[config.mk]
export PLATFORM = sky130hd
export DESIGN_NAME = alm_top
export DESIGN_NICKNAME = d
export VERILOG_FILES = /design/src/core/alm_persist.v /design/src/core/alm_mask_reg.v /design/src/core/alm_top.v
export VERILOG_INCLUDE_DIRS = /design/src /design/src/core
export SDC_FILE = /design/constraint.sdc
export NUM_CORES = 1
export LEC_CHECK = 0
export BUFFER_PORTS_ARGS = -buffer_cell sky130_fd_sc_hd__buf_4
export CORE_UTILIZATION = 40
export CTS_BUF_LIST = sky130_fd_sc_hd__clkbuf_4 sky130_fd_sc_hd__clkbuf_8
export DETAILED_ROUTE_END_ITERATION = 12
export HOLD_SLACK_MARGIN = 0.03
export PLACE_DENSITY = 0.64
export RECOVER_POWER = 50
export SLEW_MARGIN = 20
export SYNTH_ARGS = -nofsm -noshare
export SYNTH_HDL_FRONTEND = slang
export SYNTH_SLANG_ARGS = --single-unit
[constraint.sdc]
create_clock -name mclk -period 1.9 [get_ports mclk]
set_input_delay 0.38 -clock mclk [delete_from_list [all_inputs] [get_ports mclk]]
set_output_delay 0.38 -clock mclk [all_outputs]
set_load 0.05 [all_outputs]
[src/core/alm_regs.vh]
// Function
// - Unmasked set flag plus enable pulls alert low
// - Mask one blocks, zero passes; not read-cleared
// - Status mask gates status flags 0,3-6 bit for bit; flags 1,2 never alert
// - Status mask bits 0,3-6, reset 0x79
// - Unmasked result update with enable alerts
// - Volt/temp mask gates six flags, reset 0x3F
// - Current/power mask gates four flags, reset 0xF
// - Charge mask gates four flags, reset 0x3F
// - Energy mask gates energy flags, reset 0x3F
// - Energy bits 0-2: energy1 high, low; energy2 high
// - Conditions reported only after 200ms persistence
`ifndef ALM_REGS_VH
`define ALM_REGS_VH

// Register offsets on the internal register port
`define ALM_STATUS_ADDR 8'h80
`define ALM_VT_FLAG_ADDR 8'h81
`define ALM_IP_FLAG_ADDR 8'h82
`define ALM_CHG_FLAG_ADDR 8'h83
`define ALM_NRG_FLAG_ADDR 8'h84
`define ALM_STATUS_MASK_ADDR 8'h88
`define ALM_VT_MASK_ADDR 8'h89
`define ALM_IP_MASK_ADDR 8'h8a
`define ALM_CHG_MASK_ADDR 8'h8b
`define ALM_NRG_MASK_ADDR 8'h8c

// Reset values of the mask registers
`define ALM_STATUS_MASK_RST 8'h79
`define ALM_VT_MASK_RST 8'h3f
`define ALM_IP_MASK_RST 8'h0f
`define ALM_CHG_MASK_RST 8'h3f
`define ALM_NRG_MASK_RST 8'h3f

// Bits held by each mask register; the rest read zero
`define ALM_STATUS_MASK_IMPL 8'h79
`define ALM_VT_MASK_IMPL 8'h3f
`define ALM_IP_MASK_IMPL 8'h0f
`define ALM_CHG_MASK_IMPL 8'h3f
`define ALM_NRG_MASK_IMPL 8'h3f

// Status mask field positions
`define ALM_ANALOG_UV_BIT 0
`define ALM_DIGITAL_UV_BIT 3
`define ALM_REFRESH_BIT 4
`define ALM_CONV_FAULT_BIT 5
`define ALM_TIMEBASE_FAULT_BIT 6

// Flag group widths
`define ALM_VT_W 6
`define ALM_IP_W 4
`define ALM_CHG_W 4
`define ALM_NRG_W 4

// Persistence time before a condition is reported
`define ALM_PERSIST_MS 200
`define ALM_CLK_KHZ 250000
`define ALM_PERSIST_CYC (`ALM_PERSIST_MS * `ALM_CLK_KHZ)
`define ALM_PERSIST_CW 26

`endif

[src/core/alm_persist.v]
`timescale 1ns/1ps
// Per-bit persistence qualifier: a condition is passed on only
// once it has stood without a break for CYC clock cycles.
module alm_persist #(
  parameter N = 18,
  parameter CW = 26,
  parameter CYC = 50000000
) (
  input wire mclk,
  input wire rstn,
  input wire [N-1:0] cond_raw,
  output wire [N-1:0] cond_qual
);

  // Saturation point of each counter, cut to the counter width
  localparam integer LIM_FULL = CYC - 1;
  localparam [CW-1:0] LIM = LIM_FULL[CW-1:0];

  genvar i;
  generate
    for (i = 0; i < N; i = i + 1) begin : g_bit
      reg [CW-1:0] cnt_reg; // Cycles the condition has stood
      reg qual_reg; // Qualified condition

      // Any drop restarts the count, so glitches never report
      always @(posedge mclk) begin
        if (!rstn) begin
          cnt_reg <= {CW{1'b0}};
          qual_reg <= 1'b0;
        end else if (!cond_raw[i]) begin
          cnt_reg <= {CW{1'b0}};
          qual_reg <= 1'b0;
        end else begin
          if (cnt_reg != LIM) begin
            cnt_reg <= cnt_reg + {{(CW-1){1'b0}}, 1'b1};
          end
          qual_reg <= (cnt_reg == LIM);
        end
      end
      assign cond_qual[i] = qual_reg;
    end
  endgenerate

endmodule // alm_persist

[src/core/alm_mask_reg.v]
`timescale 1ns/1ps
// One read/write alert mask register on the internal port
module alm_mask_reg #(
  parameter [7:0] ADDR = 8'h88,
  parameter [7:0] RST = 8'hff,
  parameter [7:0] IMPL = 8'hff
) (
  input wire mclk,
  input wire rstn,
  input wire wr_en,
  input wire [7:0] wr_addr,
  input wire [7:0] wr_data,
  output wire [7:0] mask_q
);

  reg [7:0] mask_reg; // Stored mask, only held bits are kept

  // Plain storage; reading has no side effect on it
  always @(posedge mclk) begin
    if (!rstn) begin
      mask_reg <= RST & IMPL;
    end else if (wr_en && (wr_addr == ADDR)) begin
      mask_reg <= wr_data & IMPL;
    end
  end

  assign mask_q = mask_reg;

endmodule // alm_mask_reg

[src/core/alm_top.v]
`timescale 1ns/1ps
`include "alm_regs.vh"
// Alert masking: qualifies threshold conditions, keeps the
// alert flag and mask registers, and drives the open-drain
// alert pin toward the host.
module alm_top #(
  parameter PERSIST_CYC = `ALM_PERSIST_CYC,
  parameter CNT_W = `ALM_PERSIST_CW
) (
  input wire mclk,
  input wire rstn,
  // Internal register port, one byte per access
  input wire reg_wr,
  input wire reg_rd,
  input wire [7:0] reg_addr,
  input wire [7:0] reg_wdata,
  output reg [7:0] reg_rdata,
  // Status flags, already held by the status logic
  input wire [6:0] status_flags,
  // Raw threshold conditions from the comparators
  input wire [`ALM_VT_W-1:0] volt_temp_cond,
  input wire [`ALM_IP_W-1:0] current_power_cond,
  input wire [`ALM_CHG_W-1:0] charge_cond,
  input wire [`ALM_NRG_W-1:0] energy_cond,
  // Master enable of the alert pin
  input wire pin_master_enable,
  // Open-drain alert pin, low when driven
  output wire alert_out,
  output wire alert_oe
);

  // Total width of the qualified flag groups
  // Widths come from the header, so one edit resizes every slice
  localparam FW = `ALM_VT_W + `ALM_IP_W + `ALM_CHG_W + `ALM_NRG_W;
  // Start of each group inside the flag vector
  localparam IP_LO = `ALM_VT_W;
  localparam CHG_LO = IP_LO + `ALM_IP_W;
  localparam NRG_LO = CHG_LO + `ALM_CHG_W;

  wire [FW-1:0] cond_raw; // All raw conditions
  wire [FW-1:0] cond_qual; // Conditions after persistence
  reg [FW-1:0] flag_reg; // Sticky alert flags
  reg [FW-1:0] flag_next; // Next value of the flags
  reg [FW-1:0] flag_clr; // Flags cleared by this read

  wire [7:0] status_mask; // Status event mask
  wire [7:0] vt_mask; // Volt/temp alarm mask
  wire [7:0] ip_mask; // Current/power alarm mask
  wire [7:0] chg_mask; // Charge alarm mask
  wire [7:0] nrg_mask; // Energy alarm mask

  // Individual status mask fields, for readability
  wire analog_undervolt_mask;
  wire digital_undervolt_mask;
  wire result_refresh_mask;
  wire conversion_fault_mask;
  wire timebase_fault_mask;

  wire [7:0] status_vec; // Status flags widened to a byte
  wire status_hit; // Some status flag passes its mask
  wire vt_hit; // Some volt/temp flag passes
  wire ip_hit; // Some current/power flag passes
  wire chg_hit; // Some charge flag passes
  wire nrg_hit; // Some energy flag passes
  wire any_hit; // Any unmasked flag is set
  reg alert_oe_reg; // Registered pin drive enable
  reg [7:0] rdata_next; // Read data before the output flop

  // Gather the raw conditions in register order
  // Bit order matches the flag bytes, so group slices line up
  assign cond_raw = {energy_cond, charge_cond,
                     current_power_cond, volt_temp_cond};

  // Persistence filter for every threshold condition
  alm_persist #(
    .N(FW),
    .CW(CNT_W),
    .CYC(PERSIST_CYC)
  ) u_persist (
    .mclk(mclk),
    .rstn(rstn),
    .cond_raw(cond_raw),
    .cond_qual(cond_qual)
  );

  // Read of a flag register clears that whole group
  // A read of the status byte or of a mask clears nothing, so
  // the host may poll those without losing an alert
  always @* begin
    flag_clr = {FW{1'b0}};
    if (reg_rd) begin
      case (reg_addr)
        `ALM_VT_FLAG_ADDR: begin
          flag_clr[IP_LO-1:0] = {`ALM_VT_W{1'b1}};
        end
        `ALM_IP_FLAG_ADDR: begin
          flag_clr[CHG_LO-1:IP_LO] = {`ALM_IP_W{1'b1}};
        end
        `ALM_CHG_FLAG_ADDR: begin
          flag_clr[NRG_LO-1:CHG_LO] = {`ALM_CHG_W{1'b1}};
        end
        `ALM_NRG_FLAG_ADDR: begin
          flag_clr[FW-1:NRG_LO] = {`ALM_NRG_W{1'b1}};
        end
        default: begin
          flag_clr = {FW{1'b0}};
        end
      endcase
    end
  end

  // A qualified condition in the clearing cycle still sets,
  // so an event that lands on the read is never lost
  always @* begin
    flag_next = (flag_reg & ~flag_clr) | cond_qual;
  end

  // Sticky flag storage
  // Reset empties every flag, as the counters restart as well
  always @(posedge mclk) begin
    if (!rstn) begin
      flag_reg <= {FW{1'b0}};
    end else begin
      flag_reg <= flag_next;
    end
  end

  // The five masks share the write port and differ only in
  // offset, reset value and held bits
  // Status event mask
  alm_mask_reg #(
    .ADDR(`ALM_STATUS_MASK_ADDR),
    .RST(`ALM_STATUS_MASK_RST),
    .IMPL(`ALM_STATUS_MASK_IMPL)
  ) u_status_mask (
    .mclk(mclk),
    .rstn(rstn),
    .wr_en(reg_wr),
    .wr_addr(reg_addr),
    .wr_data(reg_wdata),
    .mask_q(status_mask)
  );

  // Volt/temp alarm mask
  alm_mask_reg #(
    .ADDR(`ALM_VT_MASK_ADDR),
    .RST(`ALM_VT_MASK_RST),
    .IMPL(`ALM_VT_MASK_IMPL)
  ) u_vt_mask (
    .mclk(mclk),
    .rstn(rstn),
    .wr_en(reg_wr),
    .wr_addr(reg_addr),
    .wr_data(reg_wdata),
    .mask_q(vt_mask)
  );

  // Current/power alarm mask
  alm_mask_reg #(
    .ADDR(`ALM_IP_MASK_ADDR),
    .RST(`ALM_IP_MASK_RST),
    .IMPL(`ALM_IP_MASK_IMPL)
  ) u_ip_mask (
    .mclk(mclk),
    .rstn(rstn),
    .wr_en(reg_wr),
    .wr_addr(reg_addr),
    .wr_data(reg_wdata),
    .mask_q(ip_mask)
  );

  // Charge alarm mask
  alm_mask_reg #(
    .ADDR(`ALM_CHG_MASK_ADDR),
    .RST(`ALM_CHG_MASK_RST),
    .IMPL(`ALM_CHG_MASK_IMPL)
  ) u_chg_mask (
    .mclk(mclk),
    .rstn(rstn),
    .wr_en(reg_wr),
    .wr_addr(reg_addr),
    .wr_data(reg_wdata),
    .mask_q(chg_mask)
  );

  // Energy alarm mask
  alm_mask_reg #(
    .ADDR(`ALM_NRG_MASK_ADDR),
    .RST(`ALM_NRG_MASK_RST),
    .IMPL(`ALM_NRG_MASK_IMPL)
  ) u_nrg_mask (
    .mclk(mclk),
    .rstn(rstn),
    .wr_en(reg_wr),
    .wr_addr(reg_addr),
    .wr_data(reg_wdata),
    .mask_q(nrg_mask)
  );

  // Named status mask fields
  // Bits 1 and 2 of the mask are not held and read back zero
  assign analog_undervolt_mask = status_mask[`ALM_ANALOG_UV_BIT];
  assign digital_undervolt_mask = status_mask[`ALM_DIGITAL_UV_BIT];
  assign result_refresh_mask = status_mask[`ALM_REFRESH_BIT];
  assign conversion_fault_mask = status_mask[`ALM_CONV_FAULT_BIT];
  assign timebase_fault_mask = status_mask[`ALM_TIMEBASE_FAULT_BIT];

  // Bit 7 of the status byte has no source and reads zero
  assign status_vec = {1'b0, status_flags};

  // Status flags pass where their mask bit is zero; bits 1
  // and 2 have no mask and never raise the pin
  assign status_hit =
    (status_vec[`ALM_ANALOG_UV_BIT] & ~analog_undervolt_mask) |
    (status_vec[`ALM_DIGITAL_UV_BIT] & ~digital_undervolt_mask) |
    (status_vec[`ALM_REFRESH_BIT] & ~result_refresh_mask) |
    (status_vec[`ALM_CONV_FAULT_BIT] & ~conversion_fault_mask) |
    (status_vec[`ALM_TIMEBASE_FAULT_BIT] & ~timebase_fault_mask);

  // Threshold groups, masked bit for bit
  assign vt_hit = |(flag_reg[IP_LO-1:0] &
                    ~vt_mask[`ALM_VT_W-1:0]);
  assign ip_hit = |(flag_reg[CHG_LO-1:IP_LO] &
                    ~ip_mask[`ALM_IP_W-1:0]);
  assign chg_hit = |(flag_reg[NRG_LO-1:CHG_LO] &
                     ~chg_mask[`ALM_CHG_W-1:0]);
  // Energy bits: energy1 high, energy1 low, energy2 high, then
  // energy2 low, which the held mask bit 3 gates as well
  assign nrg_hit = |(flag_reg[FW-1:NRG_LO] &
                     ~nrg_mask[`ALM_NRG_W-1:0]);

  // One unmasked flag in any group is enough to want the pin
  assign any_hit = status_hit | vt_hit | ip_hit | chg_hit | nrg_hit;

  // Limitation: the pin follows flags and masks one clock late
  // after the cause, and a flag cleared by a read frees it then
  // Pin drive: registered so the pin cannot glitch on
  // combinational hazards between the flag and mask paths
  always @(posedge mclk) begin
    if (!rstn) begin
      alert_oe_reg <= 1'b0;
    end else begin
      alert_oe_reg <= pin_master_enable & any_hit;
    end
  end

  // Open drain: only ever pulls low, released otherwise
  // The value is fixed low; only the enable ever moves
  assign alert_out = 1'b0;
  assign alert_oe = alert_oe_reg;

  // Read mux; unmapped offsets answer zero
  // Flag bytes carry their group in the low bits, the rest zero
  always @* begin
    case (reg_addr)
      `ALM_STATUS_ADDR: begin
        rdata_next = status_vec;
      end
      `ALM_VT_FLAG_ADDR: begin
        rdata_next = {{(8-`ALM_VT_W){1'b0}}, flag_reg[IP_LO-1:0]};
      end
      `ALM_IP_FLAG_ADDR: begin
        rdata_next = {{(8-`ALM_IP_W){1'b0}}, flag_reg[CHG_LO-1:IP_LO]};
      end
      `ALM_CHG_FLAG_ADDR: begin
        rdata_next = {{(8-`ALM_CHG_W){1'b0}},
                      flag_reg[NRG_LO-1:CHG_LO]};
      end
      `ALM_NRG_FLAG_ADDR: begin
        rdata_next = {{(8-`ALM_NRG_W){1'b0}}, flag_reg[FW-1:NRG_LO]};
      end
      `ALM_STATUS_MASK_ADDR: begin
        rdata_next = status_mask;
      end
      `ALM_VT_MASK_ADDR: begin
        rdata_next = vt_mask;
      end
      `ALM_IP_MASK_ADDR: begin
        rdata_next = ip_mask;
      end
      `ALM_CHG_MASK_ADDR: begin
        rdata_next = chg_mask;
      end
      `ALM_NRG_MASK_ADDR: begin
        rdata_next = nrg_mask;
      end
      default: begin
        rdata_next = 8'h00;
      end
    endcase
  end

  // Read data is captured on the strobe and then held, so the
  // serial front end may shift it out at its own pace; a burst
  // over 0x80..0x84 captures each byte in its own read cycle
  always @(posedge mclk) begin
    if (!rstn) begin
      reg_rdata <= 8'h00;
    end else if (reg_rd) begin
      reg_rdata <= rdata_next;
    end
  end

endmodule // alm_top

==> metrics.txt <==
cell count after synthesis=2886; RSZ-0062 raised after global routing=yes; Non-Filler Instances=4034; min-delay src=charge_cond[2]; worst setup path start=rstn; skew final=0.02340 ns; # rows=90; Final Wtd Congestion=0.8829; largest area contributor in the netlist=dfxtp_1; critical path endpoint category=register; Synthesis Warnings=0; Layout fillers=5650; worst skew pair latency=0.67 ns; top post-synthesis cells by area=dfxtp_1, xor2_1, nor2_1, xnor2_1, nand4_1; Remaining Overflow, GRT=0; DR pass1 iterations=5; root buf cell=clkbuf_8; final slew viol count=0; gr usage total=0.1802; top_reg_cell synth=dfxtp_1; antenna violations before repair=8; worst-path maximum fanout=15; residual DRC count=0; Initial Utilization=0.4069; worst hold stages=3; hold slack final=0.08829 ns; Die H=250.5 um; area delta synth->final=20.41%; syn_area_per_cell=8.557 sq um; layout cells sized above 1=0.1628; Final period util=1.038; Slew @ Worst Pin=0.5557 ns; Max Cap Viol=0; IO Port Bufs=52; fin crit period=1.973 ns; clock-pin slew on the worst setup and hold paths=0.06 ns; highest clock rate=506.9 MHz; first-pass GRT wire length=96.57 mm; routed wire length=57.72 mm; DP Area=0.02740 sq mm; largest net degree at the start of global routing=28; failing checks=negative setup slack; worst r2r dst=u_persist.g_bit[11].cnt_reg[5]; R2R cell count=6; CTS tree=built; WS Path Type=in2reg; synth unique cells=80; Data required, critical path=2.50 ns; setup violators final=11; DIE AREA=0.06274 sq mm; H-tree lvl count=3; Critical R2R Launch=u_persist.g_bit[11].cnt_reg[7]; vias in the first global route=20.62k; DRT iter0 DRCs=994; final instance area=0.02973 sq mm; Worst EP arrival=2.58 ns; Startpoint Class=primary input; maximum root-to-sink buffer count=3; Power, Total=0.02345 W; register bit total from synthesis=539; Avg WL per Cell=14.31 um; Worst Hold Class=in2reg; sequential area share after synthesis=0.4369; Max VDD drop=0.4002 mV; Antenna Violating Nets Remaining=0; Ports=56; max reg flops=468; post-synthesis cell area=0.02469 sq mm; Core Area=0.06070 sq mm; DP HPWL=40.72 mm; Die X=250.5 um; vias per cell=5.288; placed insts=3840; TritonCTS Buffers=93; Slew headroom=0.6295; outcome=finished with violations; Worst Hold End=u_persist.g_bit[12].cnt_reg[7]; number of enable flip-flop cells after synthesis=0; final setup margin=-0.07267 ns; clock tree sinks=539; Hold Fails Final Rpt=0; share of the synthesized area in the top cell type=0.4369; R2R Setup Slk=-0.07 ns; nets=3240; power per cell area=788.6 mW/mm^2; total number of vias=21.33k; Leak=10.40 nW; asr flop ratio synth=0
-- cell usage in the layout (no fill, tap or decap), types with 92 or more instances in the layout --
| master | n |
|---|---|
| nand3_1 | 151 |
| dfxtp_1 | 526 |
| xnor2_1 | 158 |
| a21oi_1 | 104 |
| nand2_1 | 225 |
| nand4_1 | 139 |
| nor2_1 | 411 |
| nor3_1 | 92 |
| buf_4 | 212 |
| xor2_1 | 191 |
| clkbuf_8 | 120 |
-- Yosys cell counts, drive strengths merged, types with 19 or more instances --
| cell | count |
|---|---|
| dfxtp | 539 |
| nor2 | 416 |
| nand2 | 226 |
| xor2 | 191 |
| xnor2 | 158 |
| nand3 | 154 |
| nand4 | 142 |
| a21oi | 107 |
| nor3 | 98 |
| o21ai | 89 |
| inv | 86 |
| nor4 | 81 |
| clkbuf | 79 |
| or3 | 57 |
| and3 | 52 |
| and2 | 50 |
| and4 | 48 |
| mux2i | 44 |
| nor2b | 32 |
| or4 | 28 |
| o211ai | 20 |
| buf | 19 |
-- per-stage QoR --
| stage | util | TNS (ns) | setup slack [ns] |
|---|---|---|---|
| global placement | 0.4515 | -5.552 | -0.1985 |
| global route | 0.4899 | -3.694 | -0.1538 |
| detailed placement | 0.4515 | -5.562 | -0.1864 |
| CTS | 0.4887 | -0.5247 | -0.1271 |
| floorplan | - | -0.2153 | -0.05384 |
| finish | 0.4899 | -0.4432 | -0.07267 |
-- what timing repair did --
| item | 4_1_cts | 5_1_grt |
|---|---|---|
| cloned | 0 | 3 |
| pin swaps | 5 | 20 |
| gates resized for setup | 10 | 67 |
| endpoints found under the hold margin | 33 | 0 |
| hold buffers | 14 | 0 |
| buffers inserted | 0 | 7 |
| setup endpoints to repair | 25 | 82 |
-- per-layer routing --
metal	share of wire	up-vias	track usage	routed length [um]
met5	0.0010	-	0	60
met3	0.044	111	0.03970	2530
met1	0.46	10130	0.2278	26390
li1	-	10750	-	-
met4	0.023	10	0.06170	1346
met2	0.47	336	0.3019	27390
-- how the worst max path moves through the flow --
stage / endpoint / slack (ns)
after floorplan: u_persist.g_bit[11].cnt_reg[3] / -0.05
after global placement: u_ip_mask.mask_q[1] / -0.20
after detailed placement: u_ip_mask.mask_q[2] / -0.19
after CTS: u_persist.g_bit[11].cnt_reg[1] / -0.13
after global routing: u_persist.g_bit[11].cnt_reg[1] / -0.15
final: u_persist.g_bit[17].qual_reg / -0.07
-- cell families after synthesis --
kind of cell | Yosys count | share of synthesized area
AOI/OAI and AO/OA | 291 | 0.06891
xor gates and xnor gates | 349 | 0.1238
adders and majority gates | 18 | 0.009120
buffers and inverters | 184 | 0.02969
DFF | 539 | 0.4369
muxes | 56 | 0.02513
other | 1 | 0.0001519
and+or+nand+nor | 1448 | 0.3063
-- power breakdown --
| group | total (W) | switching [W] | internal (W) |
|---|---|---|---|
| sequential | 0.0114 | 0.0000350 | 0.0113 |
| combinational | 0.000610 | 0.000374 | 0.000237 |
| clock | 0.0115 | 0.00471 | 0.00674 |
| total | 0.0234 | 0.00512 | 0.0183 |
-- cell type report --
type                    instances  area [sq um]  share of cell area
diodes                          2         5.005           0.0001683
flip-flops and latches        539         10810              0.3634
clock inverters                14         160.2            0.005386
well taps                     782         978.4             0.03291
inverters                      86         322.8             0.01086
clock buffers                 155          1914             0.06438
repair buffers                292          2102             0.07069
multi-input cells            2164         13450              0.4522
-- critical path, cell delays in order --
cell           delay, ns
dlygate4sd3_1       0.53
clkbuf_2            0.44
buf_4               0.34
nand2_1             0.13
buf_4               0.19
nor4_1              0.37
buf_4               0.19
Power figures use the tool's default switching activity.
